## src/core/dcc_consts.svh

```systemverilog
/*
  constants of the dual comparator control block: register offsets,
  bit positions, masks and reset values.
  assumes it is included by its bare name, once or more.
*/
`ifndef DCC_CONSTS_SVH
`define DCC_CONSTS_SVH

// word offsets on the bus (byte addresses)
`define DCC_ADR_CTRL 8'h00
`define DCC_ADR_ISTS 8'h04
`define DCC_ADR_IMSK 8'h08

// comparator control bit positions, first comparator on the lower bit
`define DCC_BIT_IDLE 15
`define DCC_BIT_FLAG 12
`define DCC_BIT_ON 10
`define DCC_BIT_PAD 8
`define DCC_BIT_RES 6
`define DCC_BIT_FLIP 4
`define DCC_BIT_MINUS_A 1
`define DCC_BIT_PLUS_A 0
`define DCC_BIT_MINUS_B 3
`define DCC_BIT_PLUS_B 2

// write masks and reset values
`define DCC_CTRL_WR_MASK 16'h8f3f
`define DCC_CTRL_RST 16'h0000
`define DCC_IRQ_RST 2'h0
`define DCC_ZERO32 32'h00000000
`define DCC_ZERO16 16'h0000

`endif

```

## src/core/dcc_pkg.sv

```systemverilog
/*
  types shared by the dual comparator control block.
  assumes dcc_consts.svh holds the numeric constants.
*/
package dcc_pkg;

  // bus answer state
  typedef enum logic [0:0] {
    DCC_BUS_IDLE = 1'b0,
    DCC_BUS_ACK = 1'b1
  } dcc_bus_t;

  // one bit per comparator, index 0 is the first one
  typedef logic [1:0] dcc_pair_t;

endpackage

```

## src/core/dcc_chan_if.sv

```systemverilog
/*
  carrier between the control register logic and one comparator channel.
  assumes both ends run on the same clock.
*/
`timescale 1ns/1ps
interface dcc_chan_if;
  logic on;
  logic pad_drive;
  logic flip;
  logic result;
  logic change;
  logic pad;
  logic pad_oe_n;

  // register side
  modport ctl (
    output on,
    output pad_drive,
    output flip,
    input result,
    input change,
    input pad,
    input pad_oe_n
  );

  // comparator channel side
  modport chan (
    input on,
    input pad_drive,
    input flip,
    output result,
    output change,
    output pad,
    output pad_oe_n
  );
endinterface

```

## src/core/dcc_chan.sv

```systemverilog
/*
  one comparator channel: synchroniser, polarity flip, change detect, pad.
  assumes the raw comparator result is asynchronous to clk_i.
*/
`timescale 1ns/1ps
module dcc_chan (
  input wire logic clk_i,
  input wire logic rst_i,
  input wire logic ce_i,
  input wire logic raw_i,
  dcc_chan_if.chan ch
);

  logic sync1_q;
  logic sync2_q;
  logic res_d;
  logic res_q;
  logic on_prev_q;
  logic on_prev2_q;
  logic on_prev3_q;
  logic chg_q;
  logic pad_q;
  logic oe_n_q;

  // two flops before anything looks at the analog result
  always_ff @(posedge clk_i)
  begin
    if (rst_i)
    begin
      sync1_q <= 1'b0;
      sync2_q <= 1'b0;
    end
    else if (ce_i)
    begin
      sync1_q <= raw_i;
      sync2_q <= sync1_q;
    end
  end

  // a disabled comparator reads low; the flip applies after sync
  assign res_d = ch.on & (sync2_q ^ ch.flip);

  // result, change pulse and how long the enable has stood;
  // events wait until the synchroniser only holds samples taken while on,
  // so stale values from the off period never raise a false event
  always_ff @(posedge clk_i)
  begin
    if (rst_i)
    begin
      res_q <= 1'b0;
      on_prev_q <= 1'b0;
      on_prev2_q <= 1'b0;
      on_prev3_q <= 1'b0;
      chg_q <= 1'b0;
    end
    else if (ce_i)
    begin
      res_q <= res_d;
      on_prev_q <= ch.on;
      on_prev2_q <= on_prev_q & ch.on;
      on_prev3_q <= on_prev2_q & ch.on;
      chg_q <= ch.on & on_prev3_q & (res_d != res_q);
    end
  end

  // pad value and enable, enable low while the pad is driven
  always_ff @(posedge clk_i)
  begin
    if (rst_i)
    begin
      pad_q <= 1'b0;
      oe_n_q <= 1'b1;
    end
    else if (ce_i)
    begin
      pad_q <= res_d;
      oe_n_q <= ~ch.pad_drive;
    end
  end

  assign ch.result = res_q;
  assign ch.change = chg_q;
  assign ch.pad = pad_q;
  assign ch.pad_oe_n = oe_n_q;

endmodule

```

## src/core/dcc_top.sv

```systemverilog
/*
  dual comparator control: control register, change flags, interrupt
  status and mask, on a classic wishbone slave with 32-bit data.
  assumes idle_i comes from logic on clk_i and cmp_raw_i from the
  asynchronous analog comparator cores.
*/
// Register access over Wishbone and the address map were decided locally.
// Function
// - idle bit set: no interrupts while idling
// - change sets flag; software clears only
// - enable bit switches each comparator on
// - pad enable bit drives result onto pad
// - bit 7 shows second comparator result
// - bit 6 shows first comparator result
// - flip bits invert each comparator output
// - bit 2 picks second plus pin or reference
// - bit 1 picks first minus input pin
// - bit 14 reads zero; all reset zero
`timescale 1ns/1ps
`include "dcc_consts.svh"
module dcc_top (
  input wire logic clk_i,
  input wire logic rst_i,
  input wire logic ce_i,
  input wire logic [7:0] wb_adr_i,
  input wire logic [31:0] wb_dat_i,
  input wire logic [3:0] wb_sel_i,
  input wire logic wb_we_i,
  input wire logic wb_cyc_i,
  input wire logic wb_stb_i,
  output logic [31:0] wb_dat_o,
  output logic wb_ack_o,
  input wire logic idle_i,
  input wire logic [1:0] cmp_raw_i,
  output logic [1:0] cmp_on_o,
  output logic [1:0] plus_route_o,
  output logic [1:0] minus_route_o,
  output logic [1:0] pad_o,
  output logic [1:0] pad_oe_n_o,
  output logic irq_o
);

  dcc_pkg::dcc_bus_t bus_q;
  logic ack_q;
  logic [31:0] rdat_q;
  logic [15:0] ctrl_q;
  dcc_pkg::dcc_pair_t flag_q;
  dcc_pkg::dcc_pair_t ists_q;
  dcc_pkg::dcc_pair_t imsk_q;
  logic irq_q;
  dcc_pkg::dcc_pair_t result;
  dcc_pkg::dcc_pair_t change;
  dcc_pkg::dcc_pair_t irq_set;
  logic suppress;
  logic req;
  logic wr;
  logic [15:0] lane_mask;
  logic wr_ctrl;
  logic wr_ists;
  logic wr_imsk;
  dcc_pkg::dcc_pair_t flag_clr;
  logic [15:0] ctrl_d;
  logic [15:0] ctrl_rd;
  logic [31:0] rdat_d;

  // a new request is seen only while no answer is pending
  assign req = wb_cyc_i & wb_stb_i & (bus_q == dcc_pkg::DCC_BUS_IDLE);
  assign wr = req & wb_we_i;

  // byte lanes 0 and 1 cover the 16-bit registers
  assign lane_mask = {{8{wb_sel_i[1]}}, {8{wb_sel_i[0]}}};

  // address decode
  assign wr_ctrl = wr & (wb_adr_i == `DCC_ADR_CTRL);
  assign wr_ists = wr & (wb_adr_i == `DCC_ADR_ISTS);
  assign wr_imsk = wr & (wb_adr_i == `DCC_ADR_IMSK);

  // bus answer: ack one cycle after the request is taken, then idle
  always_ff @(posedge clk_i)
  begin
    if (rst_i)
    begin
      bus_q <= dcc_pkg::DCC_BUS_IDLE;
      ack_q <= 1'b0;
    end
    else if (ce_i)
    begin
      unique case (bus_q)
        dcc_pkg::DCC_BUS_IDLE:
        begin
          if (req)
          begin
            bus_q <= dcc_pkg::DCC_BUS_ACK;
            ack_q <= 1'b1;
          end
        end
        dcc_pkg::DCC_BUS_ACK:
        begin
          bus_q <= dcc_pkg::DCC_BUS_IDLE;
          ack_q <= 1'b0;
        end
      endcase
    end
  end

  // writable control bits take the new byte lanes, the rest stay
  always_comb
  begin
    ctrl_d = ctrl_q;
    if (wr_ctrl)
    begin
      ctrl_d = (ctrl_q & ~(lane_mask & `DCC_CTRL_WR_MASK)) |
               (wb_dat_i[15:0] & lane_mask & `DCC_CTRL_WR_MASK);
    end
  end

  // control register; flags and results live elsewhere
  always_ff @(posedge clk_i)
  begin
    if (rst_i)
    begin
      ctrl_q <= `DCC_CTRL_RST;
    end
    else if (ce_i)
    begin
      ctrl_q <= ctrl_d;
    end
  end

  // writing a zero to a selected flag bit clears it
  assign flag_clr = {2{wr_ctrl & wb_sel_i[1]}} &
                    ~wb_dat_i[`DCC_BIT_FLAG + 1:`DCC_BIT_FLAG];

  // change flags: a change in the clearing cycle keeps the flag set
  always_ff @(posedge clk_i)
  begin
    if (rst_i)
    begin
      flag_q <= `DCC_IRQ_RST;
    end
    else if (ce_i)
    begin
      flag_q <= (flag_q & ~flag_clr) | change;
    end
  end

  // idle suppression holds off interrupt status while the part idles
  assign suppress = ctrl_q[`DCC_BIT_IDLE] & idle_i;
  assign irq_set = change & {2{~suppress}};

  // interrupt status, write one to clear, set wins over clear
  always_ff @(posedge clk_i)
  begin
    if (rst_i)
    begin
      ists_q <= `DCC_IRQ_RST;
    end
    else if (ce_i)
    begin
      if (wr_ists & wb_sel_i[0])
      begin
        ists_q <= (ists_q & ~wb_dat_i[1:0]) | irq_set;
      end
      else
      begin
        ists_q <= ists_q | irq_set;
      end
    end
  end

  // interrupt mask, one enables the matching status bit
  always_ff @(posedge clk_i)
  begin
    if (rst_i)
    begin
      imsk_q <= `DCC_IRQ_RST;
    end
    else if (ce_i)
    begin
      if (wr_imsk & wb_sel_i[0])
      begin
        imsk_q <= wb_dat_i[1:0];
      end
    end
  end

  // level interrupt, one cycle behind the status and mask
  always_ff @(posedge clk_i)
  begin
    if (rst_i)
    begin
      irq_q <= 1'b0;
    end
    else if (ce_i)
    begin
      irq_q <= |(ists_q & imsk_q) & ~suppress;
    end
  end

  // read view of the control register, bit 14 stays zero
  always_comb
  begin
    ctrl_rd = ctrl_q & `DCC_CTRL_WR_MASK;
    ctrl_rd[`DCC_BIT_FLAG + 1:`DCC_BIT_FLAG] = flag_q;
    ctrl_rd[`DCC_BIT_RES + 1:`DCC_BIT_RES] = result;
  end

  // read mux, unmapped addresses read zero
  always_comb
  begin
    rdat_d = `DCC_ZERO32;
    unique case (wb_adr_i)
      `DCC_ADR_CTRL: rdat_d = {`DCC_ZERO16, ctrl_rd};
      `DCC_ADR_ISTS: rdat_d = {30'h00000000, ists_q};
      `DCC_ADR_IMSK: rdat_d = {30'h00000000, imsk_q};
      default: rdat_d = `DCC_ZERO32;
    endcase
  end

  // read data is captured with the request and held with ack
  always_ff @(posedge clk_i)
  begin
    if (rst_i)
    begin
      rdat_q <= `DCC_ZERO32;
    end
    else if (ce_i)
    begin
      if (req & ~wb_we_i)
      begin
        rdat_q <= rdat_d;
      end
      else if (bus_q == dcc_pkg::DCC_BUS_ACK)
      begin
        rdat_q <= `DCC_ZERO32;
      end
    end
  end

  // route selects go to the analog muxes straight from the register
  assign plus_route_o = {ctrl_q[`DCC_BIT_PLUS_B], ctrl_q[`DCC_BIT_PLUS_A]};
  assign minus_route_o = {ctrl_q[`DCC_BIT_MINUS_B], ctrl_q[`DCC_BIT_MINUS_A]};
  assign cmp_on_o = ctrl_q[`DCC_BIT_ON + 1:`DCC_BIT_ON];

  // one channel per comparator
  genvar gi;
  generate
    for (gi = 0; gi < 2; gi++)
    begin : g_ch
      dcc_chan_if ch_if ();

      assign ch_if.on = ctrl_q[`DCC_BIT_ON + gi];
      assign ch_if.pad_drive = ctrl_q[`DCC_BIT_PAD + gi];
      assign ch_if.flip = ctrl_q[`DCC_BIT_FLIP + gi];
      assign result[gi] = ch_if.result;
      assign change[gi] = ch_if.change;
      assign pad_o[gi] = ch_if.pad;
      assign pad_oe_n_o[gi] = ch_if.pad_oe_n;

      dcc_chan u_chan (
        .clk_i (clk_i),
        .rst_i (rst_i),
        .ce_i (ce_i),
        .raw_i (cmp_raw_i[gi]),
        .ch (ch_if.chan)
      );
    end
  endgenerate

  assign wb_ack_o = ack_q;
  assign wb_dat_o = rdat_q;
  assign irq_o = irq_q;

endmodule

```

## config.mk

```make
export PLATFORM = sky130hd
export DESIGN_NAME = dcc_top
export DESIGN_NICKNAME = d
export VERILOG_FILES = /design/src/core/dcc_pkg.sv /design/src/core/dcc_chan_if.sv /design/src/core/dcc_chan.sv /design/src/core/dcc_top.sv
export VERILOG_INCLUDE_DIRS = /design/src /design/src/core
export SDC_FILE = /design/constraint.sdc
export NUM_CORES = 1
export LEC_CHECK = 0
export CAP_MARGIN = 40
export CORE_MARGIN = 3
export CORE_UTILIZATION = 65
export DETAILED_ROUTE_END_ITERATION = 8
export DONT_BUFFER_PORTS = 1
export GPL_TIMING_DRIVEN = 0
export PLACE_DENSITY = 0.79
export SETUP_SLACK_MARGIN = 0.1
export SYNTH_ARGS = -nofsm -noshare
export SYNTH_HDL_FRONTEND = slang
export SYNTH_SLANG_ARGS = --single-unit
```

## constraint.sdc

```tcl
create_clock -name clk_i -period 4.3 [get_ports clk_i]
set_input_delay 0.215 -clock clk_i [delete_from_list [all_inputs] [get_ports clk_i]]
set_output_delay 0.215 -clock clk_i [all_outputs]
set_load 0.05 [all_outputs]
```

==> reports/results.tsv, run 1 <==
stage	metric	value	unit
outcome	status	complete, no violations	
timing	maxSlewViolCount	0	
clock_tree	worst_skew_pair.late_latency	380	ps
worst_setup_path	cp.arrival	2110	ps
route	drt_iter0_markers	104	
clock_tree	htree_levels	2	
worst_setup_path	cp-start-kind	flop	
die	floorplan.initialDensity	0.6934	
timing	max-slew-margin-rel	0.4647	
clock_tree	clkTransAtPathRegs	150	ps
grt	grt_antenna_before_repair	0	
clock_tree	clock-root-buffer	clkbuf_4	
layout	finalNonFillerCells	321	
worst_setup_path	rr_startpoint	bus_q	
synth	yosys.area.top_type	dfxtp_1	
timing	timing.final.crit_share	0.4130	
grt	grt_usage	0.2554	
timing	max_freq	0.5632	GHz
route	drc	0	
worst_hold_path	hold_class	in -> reg	
clock_tree	clockBufferDepth	2	
synth	synthTopCellsByArea	dfxtp_1 43%, nand2b_1 9.5%, buf_4 9.2%	
synth	ys_ff_latch	51	
worst_hold_path	min_delay_worst_endpoint	imsk_q[0]	
clock_tree	cts.sinks	51	
power_and_ir_drop	leakagePower	1.036	nW
worst_setup_path	critPathKind	reg -> reg	
synth	async_reset_ff_frac	0	
timing	setup_viol	0	
die	fp.dieH	66.37	um
route	drt-pass1-iter-count	4	
route	viasPerCell	5.564	
layout	finalNetCount	327	
clock_tree	cts_setup_buffers	0	
layout	n_antenna_cell	0	
layout	final_layout_size_suffix_gt1_frac	0.1636	
clock_tree	cts_inserted_buffers	5	
worst_setup_path	r2r_end	wb_dat_o[8]	
worst_setup_path	crit_path_max_fanout	10	
run	drv_cap	0	
placement	port_buffers	0	
placement	dp.cells	301	
synth	syn_area	2369	sq um
die	dieArea	4404	sq um
timing	worst_pin_slew	798.1	ps
layout	synthToLayoutAreaGrowth	13.68	%
route	vias	1786	
worst_setup_path	cp_data_required_time	4640	ps
route	route.antenna.remaining_nets	0	
power_and_ir_drop	peakVddDrop	0.2378	mV
synth	avgSynthCellArea	9.910	sq um
timing	fin_skew	17.43	ps
power_and_ir_drop	powerDensity	321.5	nW/um^2
timing	hold_viol	0	
placement	dp_hpwl	3.679	mm
synth	synth_edf_count	0	
synth	yosysMostFrequentCell	dfxtp_1	
grt	grt_pass1_wl	8.438	mm
synth	synth_top_area_share	0.4311	
worst_setup_path	r2r_slack	2520	ps
timing	rsz0062_at_grt	false	
worst_hold_path	hp-start	wb_dat_i[0]	
die	row_count	21	
grt	grt_max_degree	16	
synth	yosys_warnings	0	
die	fp.dieW	66.37	um
synth	ys_seq_area_frac	0.4311	
placement	place_congestion	0.8596	
synth	synthTopCellsByCount	51 x dfxtp_1, 36 x nand2b_1, 29 x buf_4, 21 x mux2i_1	
synth	syn-instance-count	239	
grt	grt_overflow	0	
layout	regArea	1021	sq um
layout	n_fill_cell	264	
grt	grt_pass1_vias	1752	
die	coreArea	3416	sq um
timing	fin_crit	1776	ps
timing	tns	0	ps
worst_setup_path	worstRegToRegCells	3	
power_and_ir_drop	power	0.8657	mW
route	wl_per_cell	16.07	um
die	io_pins	97	
clock_tree	cts_tree	yes	
synth	ys_types	32	
layout	multi_input_area	1132	sq um
synth	ys.flop_type	dfxtp_1	
route	wl	5.160	mm
worst_setup_path	endpoint_kind	flop	
worst_hold_path	holdPathStages	2	
[layout make-up]
class	instances	area share
Tap cell	46	0.02138
Buffer	44	0.1022
Timing Repair Buffer	12	0.04461
Multi-Input combinational cell	160	0.4205
Clock inverter	2	0.01301
Sequential cell	51	0.3792
Clock buffer	6	0.01905
[cells in the final DEF, fill, tap and decap left out, types with 3 or more instances in the layout]
cell type	instances
nand3_1	9
mux2i_1	21
nand2_1	3
a21oi_1	14
a22o_1	14
nand2b_1	36
conb_1	17
nor2_1	7
nand4b_1	4
dlygate4sd3_1	12
nor4_4	3
dfxtp_1	51
a211oi_1	4
clkbuf_1	13
clkbuf_4	5
buf_4	29
a31oi_1	3
[cell families after synthesis]
group / Yosys count / synth area share
xor+xnor: 2 / 0.007397
simple gates: 75 / 0.2161
compound gates: 43 / 0.1294
flops: 51 / 0.4311
mux: 23 / 0.09826
buf+inv: 44 / 0.1162
other cells: 1 / 0.001583
[stage by stage]
step	util	cell area [sq um]	setup WS, ps	hold WS (ps)
final	0.7883	2693	2524	15.25
after floorplan	-	2429	2649	325.1
after global routing	0.7883	2693	2292	31.89
after detailed placement	0.7278	2486	2244	337.9
after global placement	0.7278	2486	2273	328.1
after CTS	0.7883	2693	2504	14.89
[layer usage]
layer  wire length [um]  track usage  vias to the layer above
met5                  0            0                        -
met4                110       0.1320                        0
met3                363      0.05612                       11
met2               2464       0.4126                       59
met1               2222       0.3161                      838
li1                   -            -                      878
[repair_timing]
action | in CTS | in global routing
hold buffers | 12 | 0
endpoints found under the hold margin | 12 | 0
gates resized for setup | 0 | 0
[report_power, final]
part           internal [mW]  switching (mW)  leakage [nW]
sequential             0.475         0.00359         0.411
clock                  0.138           0.151        0.0482
combinational         0.0345          0.0639         0.576
[worst max-delay path, cell delays in order, from the launching register on]
cell and delay [ps]:
dfxtp_1 360, a211oi_1 700, clkbuf_1 460, a22o_1 220
[worst max path at each step]
stage,from,end,slack (ps),depth (start not counted)
after detailed placement,ce_i,wb_dat_o[8],2240,5
after floorplan,wb_adr_i[5],flop,2650,4
after CTS,bus_q,wb_dat_o[8],2500,3
after global placement,ce_i,wb_dat_o[15],2270,5
after global routing,bus_q,wb_dat_o[15],2290,3
final,bus_q,wb_dat_o[8],2520,3
Note: power is estimated with default switching activity, not from simulation.
==> run 2: changes to the inputs <==
--- a/config.mk
+++ b/config.mk
@@ -8,11 +8,11 @@
 export LEC_CHECK = 0
 export CAP_MARGIN = 40
 export CORE_MARGIN = 3
-export CORE_UTILIZATION = 65
+export CORE_UTILIZATION = 56
 export DETAILED_ROUTE_END_ITERATION = 8
 export DONT_BUFFER_PORTS = 1
 export GPL_TIMING_DRIVEN = 0
-export PLACE_DENSITY = 0.79
+export PLACE_DENSITY = 0.72
 export SETUP_SLACK_MARGIN = 0.1
 export SYNTH_ARGS = -nofsm -noshare
 export SYNTH_HDL_FRONTEND = slang
==> constraint.sdc (replaced) <==
create_clock -name clk_i -period 1.52 [get_ports clk_i]
set_input_delay 0.076 -clock clk_i [delete_from_list [all_inputs] [get_ports clk_i]]
set_output_delay 0.076 -clock clk_i [all_outputs]
set_load 0.05 [all_outputs]
==> reports/results.tsv, run 2 (same netlist as run 1, synthesis figures left out) <==
stage	metric	value	unit	change
layout	n_fill_cell	303		+15%
clock_tree	htree_levels	2		unchanged
layout	finalNonFillerCells	341		+6.2%
timing	rsz0062_at_grt	true		
die	fp.dieH	71.04	um	+7.0%
route	drc	0		unchanged
grt	grt_antenna_before_repair	0		unchanged
worst_setup_path	timing.critical_path.buf_inv	2		+1
worst_setup_path	rr_startpoint	bus_q		
layout	final_area	2928	sq um	+8.7%
route	vias	1815		+1.6%
worst_hold_path	min_delay_worst_endpoint	wb_dat_o[0]		
grt	grt_overflow	0		unchanged
worst_hold_path	holdPathStages	2		unchanged
die	io_pins	97		unchanged
timing	fin_ws	108.8	ps	-2415 ps
die	row_count	23		+9.5%
layout	multi_input_area	1169	sq um	+3.2%
die	floorplan.initialDensity	0.5879		-0.1055
grt	gr-max-usage-layer	met2		
placement	dp.cells	305		+1.3%
placement	port_buffers	0		unchanged
timing	fin_crit	1411	ps	-364.5 ps
clock_tree	cts_inserted_buffers	5		unchanged
worst_setup_path	r2r_slack	110	ps	-2420 ps
clock_tree	cts.sinks	51		unchanged
grt	grt_use_met2	0.3460		-0.06660
grt	grt_pass1_vias	1724		-1.6%
layout	regArea	1025	sq um	+0.37%
grt	met3_usage	0.05398		-0.002145
worst_setup_path	critPathKind	reg -> reg		
worst_setup_path	worstRegToRegCells	5		+2
worst_setup_path	cp_top_family	simple AND/OR/NAND/NOR gates		
route	wl_per_cell	15.29	um	-4.9%
route	wl	5.214	mm	+1.0%
worst_setup_path	critPathMaxStageDelay	360	ps	-340 ps
layout	final_layout_size_suffix_gt1_frac	0.2027		+0.03911
placement	dp_hpwl	3.582	mm	-2.6%
route	viasPerCell	5.323		-4.3%
grt	grt_pass1_wl	8.390	mm	-0.57%
layout	layout_commonest_cell	dfxtp_1		
grt	met1_usage	0.2651		-0.05100
worst_setup_path	path_cells	nand4b_4 -> buf_12 -> nor4_4 -> buf_4 -> a22o_1		
power_and_ir_drop	powerDensity	846.2	nW/um^2	+160%
grt	grt_max_degree	19		+3
die	coreArea	4029	sq um	+18%
clock_tree	clkTransAtPathRegs	90	ps	-60 ps
grt	grt_usage	0.2097		-0.04573
placement	preCtsSetupSlack	-425.5	ps	-2670 ps
worst_setup_path	slowest_stage	dfxtp_4		
power_and_ir_drop	power	2.478	mW	+190%
clock_tree	clockBufferDepth	2		unchanged
timing	hold_viol	0		unchanged
timing	max-slew-margin-rel	0.6293		+0.1646
worst_setup_path	endpoint_kind	flop		
worst_hold_path	hp-start	wb_we_i		
outcome	status	complete, no violations		
worst_setup_path	cp_data_required_time	1770	ps	-2870 ps
route	route.antenna.remaining_nets	0		unchanged
timing	setup_viol	0		unchanged
route	drt_iter0_markers	93		-11%
worst_setup_path	cp-start-kind	flop		
timing	fin_skew	5.695	ps	-11.74 ps
placement	place_congestion	0.7809		-9.2%
layout	synthToLayoutAreaGrowth	23.61	%	
timing	holdWs	57.76	ps	+42.51 ps
timing	worst_pin_slew	556.0	ps	-242.1 ps
power_and_ir_drop	peakVddDrop	0.5411	mV	+130%
worst_setup_path	crit_cells	5		+2
placement	place_area	2501	sq um	+0.60%
layout	most-common-layout-cells	50 x dfxtp_1, 36 x nand2b_1, 35 x buf_4		
layout	n_antenna_cell	0		unchanged
clock_tree	cts_tree	yes		
run	drv_cap	0		unchanged
die	dieArea	5046	sq um	+15%
worst_setup_path	crit_path_max_fanout	5		-5
timing	timing.final.crit_share	0.9284		+0.5154
worst_setup_path	r2r_end	wb_dat_o[8]		
worst_hold_path	hold_class	in -> reg		
worst_setup_path	cp.arrival	1670	ps	-440 ps
die	fp.dieW	71.04	um	+7.0%
power_and_ir_drop	leakagePower	1.151	nW	+11%
clock_tree	clock-root-buffer	clkbuf_8		
clock_tree	worst_skew_pair.late_latency	310	ps	-70 ps
timing	maxSlewViolCount	0		unchanged
layout	finalNetCount	343		+4.9%
route	drt-pass1-iter-count	4		unchanged
timing	max_freq	0.7086	GHz	+26%
-- run 2: changes by cell type in the layout (fill, tap and decap cells not counted), sizes merged --
cell	previous run	this run
buf	31	39
bufinv	1	0
dlygate4sd3	12	19
inv	0	2
-- run 2: worst max-delay path by stage --
stage	from	end
global placement	ce_i	wb_dat_o[15]
detailed placement	ce_i	wb_dat_o[11]
CTS	bus_q	wb_dat_o[15]
finish	bus_q	wb_dat_o[8]
floorplan	wb_adr_i[3]	flop
global route	bus_q	wb_dat_o[13]
-- run 2: where the power goes --
group	total [mW]	internal, mW	switching (mW)
registers	1.35	1.34	0.0103
clock network	0.811	0.339	0.472
logic	0.315	0.125	0.190
total	2.48	1.81	0.673
-- run 2: repair_timing --
action | CTS | global route
setup endpoints to repair | 29 | 25
pin swaps | 2 | 1
hold endpoints to repair | 20 | 1
gates cloned | 0 | 1
hold buffers | 17 | 2
setup buffers | 3 | 5
resized for setup | 4 | 9
-- run 2: final cells by class --
cell class / instances / share of cell area
clock buffer: 5 / 0.02350
buffer: 44 / 0.1004
sequential: 51 / 0.3500
clock inverter: 3 / 0.008974
tap: 50 / 0.02137
multi-input combinational: 160 / 0.3991
timing repair buffer: 28 / 0.09658
-- run 2: layer usage --
metal / vias up / wire length, um
met1: 849 / 2262
li1: 908 / -
met2: 51 / 2551
met4: 0 / 89
met5: - / 0
met3: 7 / 311
-- run 2: metrics by stage --
step	TNS (ps)	util
finish	0	0.7267
global route	0	0.7267
CTS	0	0.7006
detailed placement	-7070	0.6208
global placement	-6814	0.6208
floorplan	0	-
==> run 3: changes to the inputs <==
--- a/config.mk
+++ b/config.mk
@@ -8,12 +8,12 @@
 export LEC_CHECK = 0
 export CAP_MARGIN = 40
 export CORE_MARGIN = 3
-export CORE_UTILIZATION = 56
+export CORE_UTILIZATION = 62
 export DETAILED_ROUTE_END_ITERATION = 8
 export DONT_BUFFER_PORTS = 1
 export GPL_TIMING_DRIVEN = 0
-export PLACE_DENSITY = 0.72
-export SETUP_SLACK_MARGIN = 0.1
+export PLACE_DENSITY = 0.76
+export SKIP_CTS_REPAIR_TIMING = 1
 export SYNTH_ARGS = -nofsm -noshare
 export SYNTH_HDL_FRONTEND = slang
 export SYNTH_SLANG_ARGS = --single-unit
==> constraint.sdc (replaced) <==
create_clock -name clk_i -period 1.5 [get_ports clk_i]
set_input_delay 0.075 -clock clk_i [delete_from_list [all_inputs] [get_ports clk_i]]
set_output_delay 0.075 -clock clk_i [all_outputs]
set_load 0.05 [all_outputs]
==> reports/results.tsv, run 3 (same netlist as run 1, synthesis figures left out) <==
stage	metric	value	unit	change
timing	maxSlewViolCount	0		unchanged
timing	timing.final.crit_share	0.9564		+0.02802
layout	synthToLayoutAreaGrowth	19.49	%	
route	route.antenna.remaining_nets	0		unchanged
worst_hold_path	hold_class	in -> reg		
die	row_count	21		-8.7%
worst_setup_path	cp_data_required_time	1750	ps	-20 ps
grt	met3_usage	0.07987		+0.02589
power_and_ir_drop	seq_power_share	0.561		+0.015
timing	max-slew-margin-rel	0.6118		-0.01750
power_and_ir_drop	power	2.443	mW	-1.4%
worst_setup_path	critPathKind	reg -> reg		
layout	layout_commonest_cell	dfxtp_1		
route	drt_iter0_markers	121		+30%
grt	met1_usage	0.2703		+0.005227
timing	setup_viol	0		unchanged
clock_tree	clockBufferDepth	2		unchanged
clock_tree	cts_inserted_buffers	5		unchanged
placement	dp.cells	301		-1.3%
power_and_ir_drop	pwr-share-comb	0.124		-0.003
worst_setup_path	cp-start-kind	flop		
clock_tree	clock-root-buffer	clkbuf_8		
die	fp.dieW	67.81	um	-4.5%
power_and_ir_drop	p_int	1.792	mW	-0.72%
grt	grt_pass1_vias	1559		-9.6%
worst_setup_path	endpoint_kind	flop		
grt	gr-max-usage-layer	met2		
layout	regArea	1021	sq um	-0.37%
timing	fin_skew	12.24	ps	+6.549 ps
timing	hold_viol	0		unchanged
route	wl	5.245	mm	+0.59%
layout	n_antenna_cell	0		unchanged
layout	finalNetCount	337		-1.7%
power_and_ir_drop	leakagePower	1.108	nW	-3.7%
outcome	status	complete, no violations		
die	floorplan.initialDensity	0.6778		+0.08988
route	viasPerCell	5.545		+4.2%
layout	n_fill_cell	247		-18%
die	dieArea	4598	sq um	-8.9%
power_and_ir_drop	swShare	0.2665		-0.004970
die	io_pins	97		unchanged
grt	grt_usage	0.2233		+0.01356
timing	worst_pin_slew	582.3	ps	+26.25 ps
grt	grt_overflow	0		unchanged
power_and_ir_drop	powerDensity	863.2	nW/um^2	+2.0%
clock_tree	cts_tree	yes		
die	coreArea	3495	sq um	-13%
timing	fin_crit	1435	ps	+23.46 ps
layout	finalNonFillerCells	330		-3.2%
placement	place_congestion	0.7772		-0.47%
grt	grt_pass1_wl	7.500	mm	-11%
placement	port_buffers	0		unchanged
worst_setup_path	worstRegToRegCells	5		unchanged
grt	grt_max_degree	16		-3
worst_setup_path	r2r_slack	70	ps	-40 ps
clock_tree	worst_skew_pair.late_latency	320	ps	about the same
power_and_ir_drop	peakVddDrop	0.6382	mV	+18%
clock_tree	clkTransAtPathRegs	90	ps	about the same
grt	grt_use_met2	0.3657		+0.01970
route	drc	0		unchanged
run	drv_cap	0		unchanged
layout	final_layout_size_suffix_gt1_frac	0.1972		-0.005566
route	wl_per_cell	15.89	um	+3.9%
clock_tree	cts.sinks	51		unchanged
layout	multi_input_area	1175	sq um	+0.54%
timing	max_freq	0.6970	GHz	-1.6%
grt	grt_antenna_before_repair	0		unchanged
layout	most-common-layout-cells	51 x dfxtp_1, 36 x nand2b_1, 34 x buf_4		
worst_setup_path	crit_path_max_fanout	7		+2
die	fp.dieH	67.81	um	-4.5%
power_and_ir_drop	p_sw	0.6510	mW	-3.2%
worst_hold_path	holdPathStages	2		unchanged
power_and_ir_drop	p_clk_frac	0.315		-0.012
clock_tree	htree_levels	2		unchanged
worst_setup_path	cp.arrival	1680	ps	about the same
route	vias	1830		+0.83%
route	drt-pass1-iter-count	4		unchanged
placement	dp_hpwl	3.687	mm	+2.9%
-- run 3: changes by cell type in the layout (fill, tap and decap cells not counted), sizes merged --
cell,previous run,this run
clkinv,1,2
inv,2,0
buf,39,37
dlygate4sd3,19,15
-- run 3: final cells by class --
class                      count  share of cell area
clock inverter                 2            0.004863
buffer                        44              0.1017
sequential                    51              0.3607
multi-input combinational    160              0.4151
timing repair buffer          22             0.07294
tap                           46             0.02034
clock buffer                   5             0.02431
-- run 3: path summary, 6_finish.rpt --
kind                              from                   endpoint
min                           wb_stb_i                   wb_ack_o
min reg2reg  g_ch[1].u_chan.on_prev2_q  g_ch[1].u_chan.on_prev2_q
max                              bus_q                       flop
max reg2reg                      bus_q                       flop
-- run 3: through the flow --
stage                     cell area, sq um  worst slack, ps    util  hold slack (ps)  setup TNS, ps
after floorplan                       2435            4.161       -            185.1              0
after global placement                2492           -436.9  0.7132            186.5          -6872
after detailed placement              2492           -469.9  0.7132            192.6          -7314
after CTS                             2575           -355.9  0.7368           -130.6          -5769
after global routing                  2830           -38.15  0.8099            55.00         -65.85
final                                 2830            65.38  0.8099            10.93              0
-- run 3: layer usage --
layer | routed length (um) | part of all wire | vias up
met1 | 2277 | 0.43 | 866
met5 | 0 | 0 | -
met2 | 2487 | 0.47 | 59
li1 | - | - | 895
met3 | 380 | 0.072 | 10
met4 | 99 | 0.019 | 0
-- run 3: power groups by stage --
stage	combinational, mW	clock (mW)	sequential, mW
2_1_floorplan	0.227	0	1.40
4_1_cts	0.254	0.775	1.37
6_report	0.302	0.770	1.37
3_3_place_gp	0.252	0	1.40
3_5_place_dp	0.254	0	1.40
5_1_grt	0.323	0.832	1.37
-- run 3: critical path, stage by stage (launching register included) --
cell and delay [ps]:
dfxtp_1 370, nand4b_4 280, buf_4 210, nor4_4 150
buf_6 180, mux2i_1 180
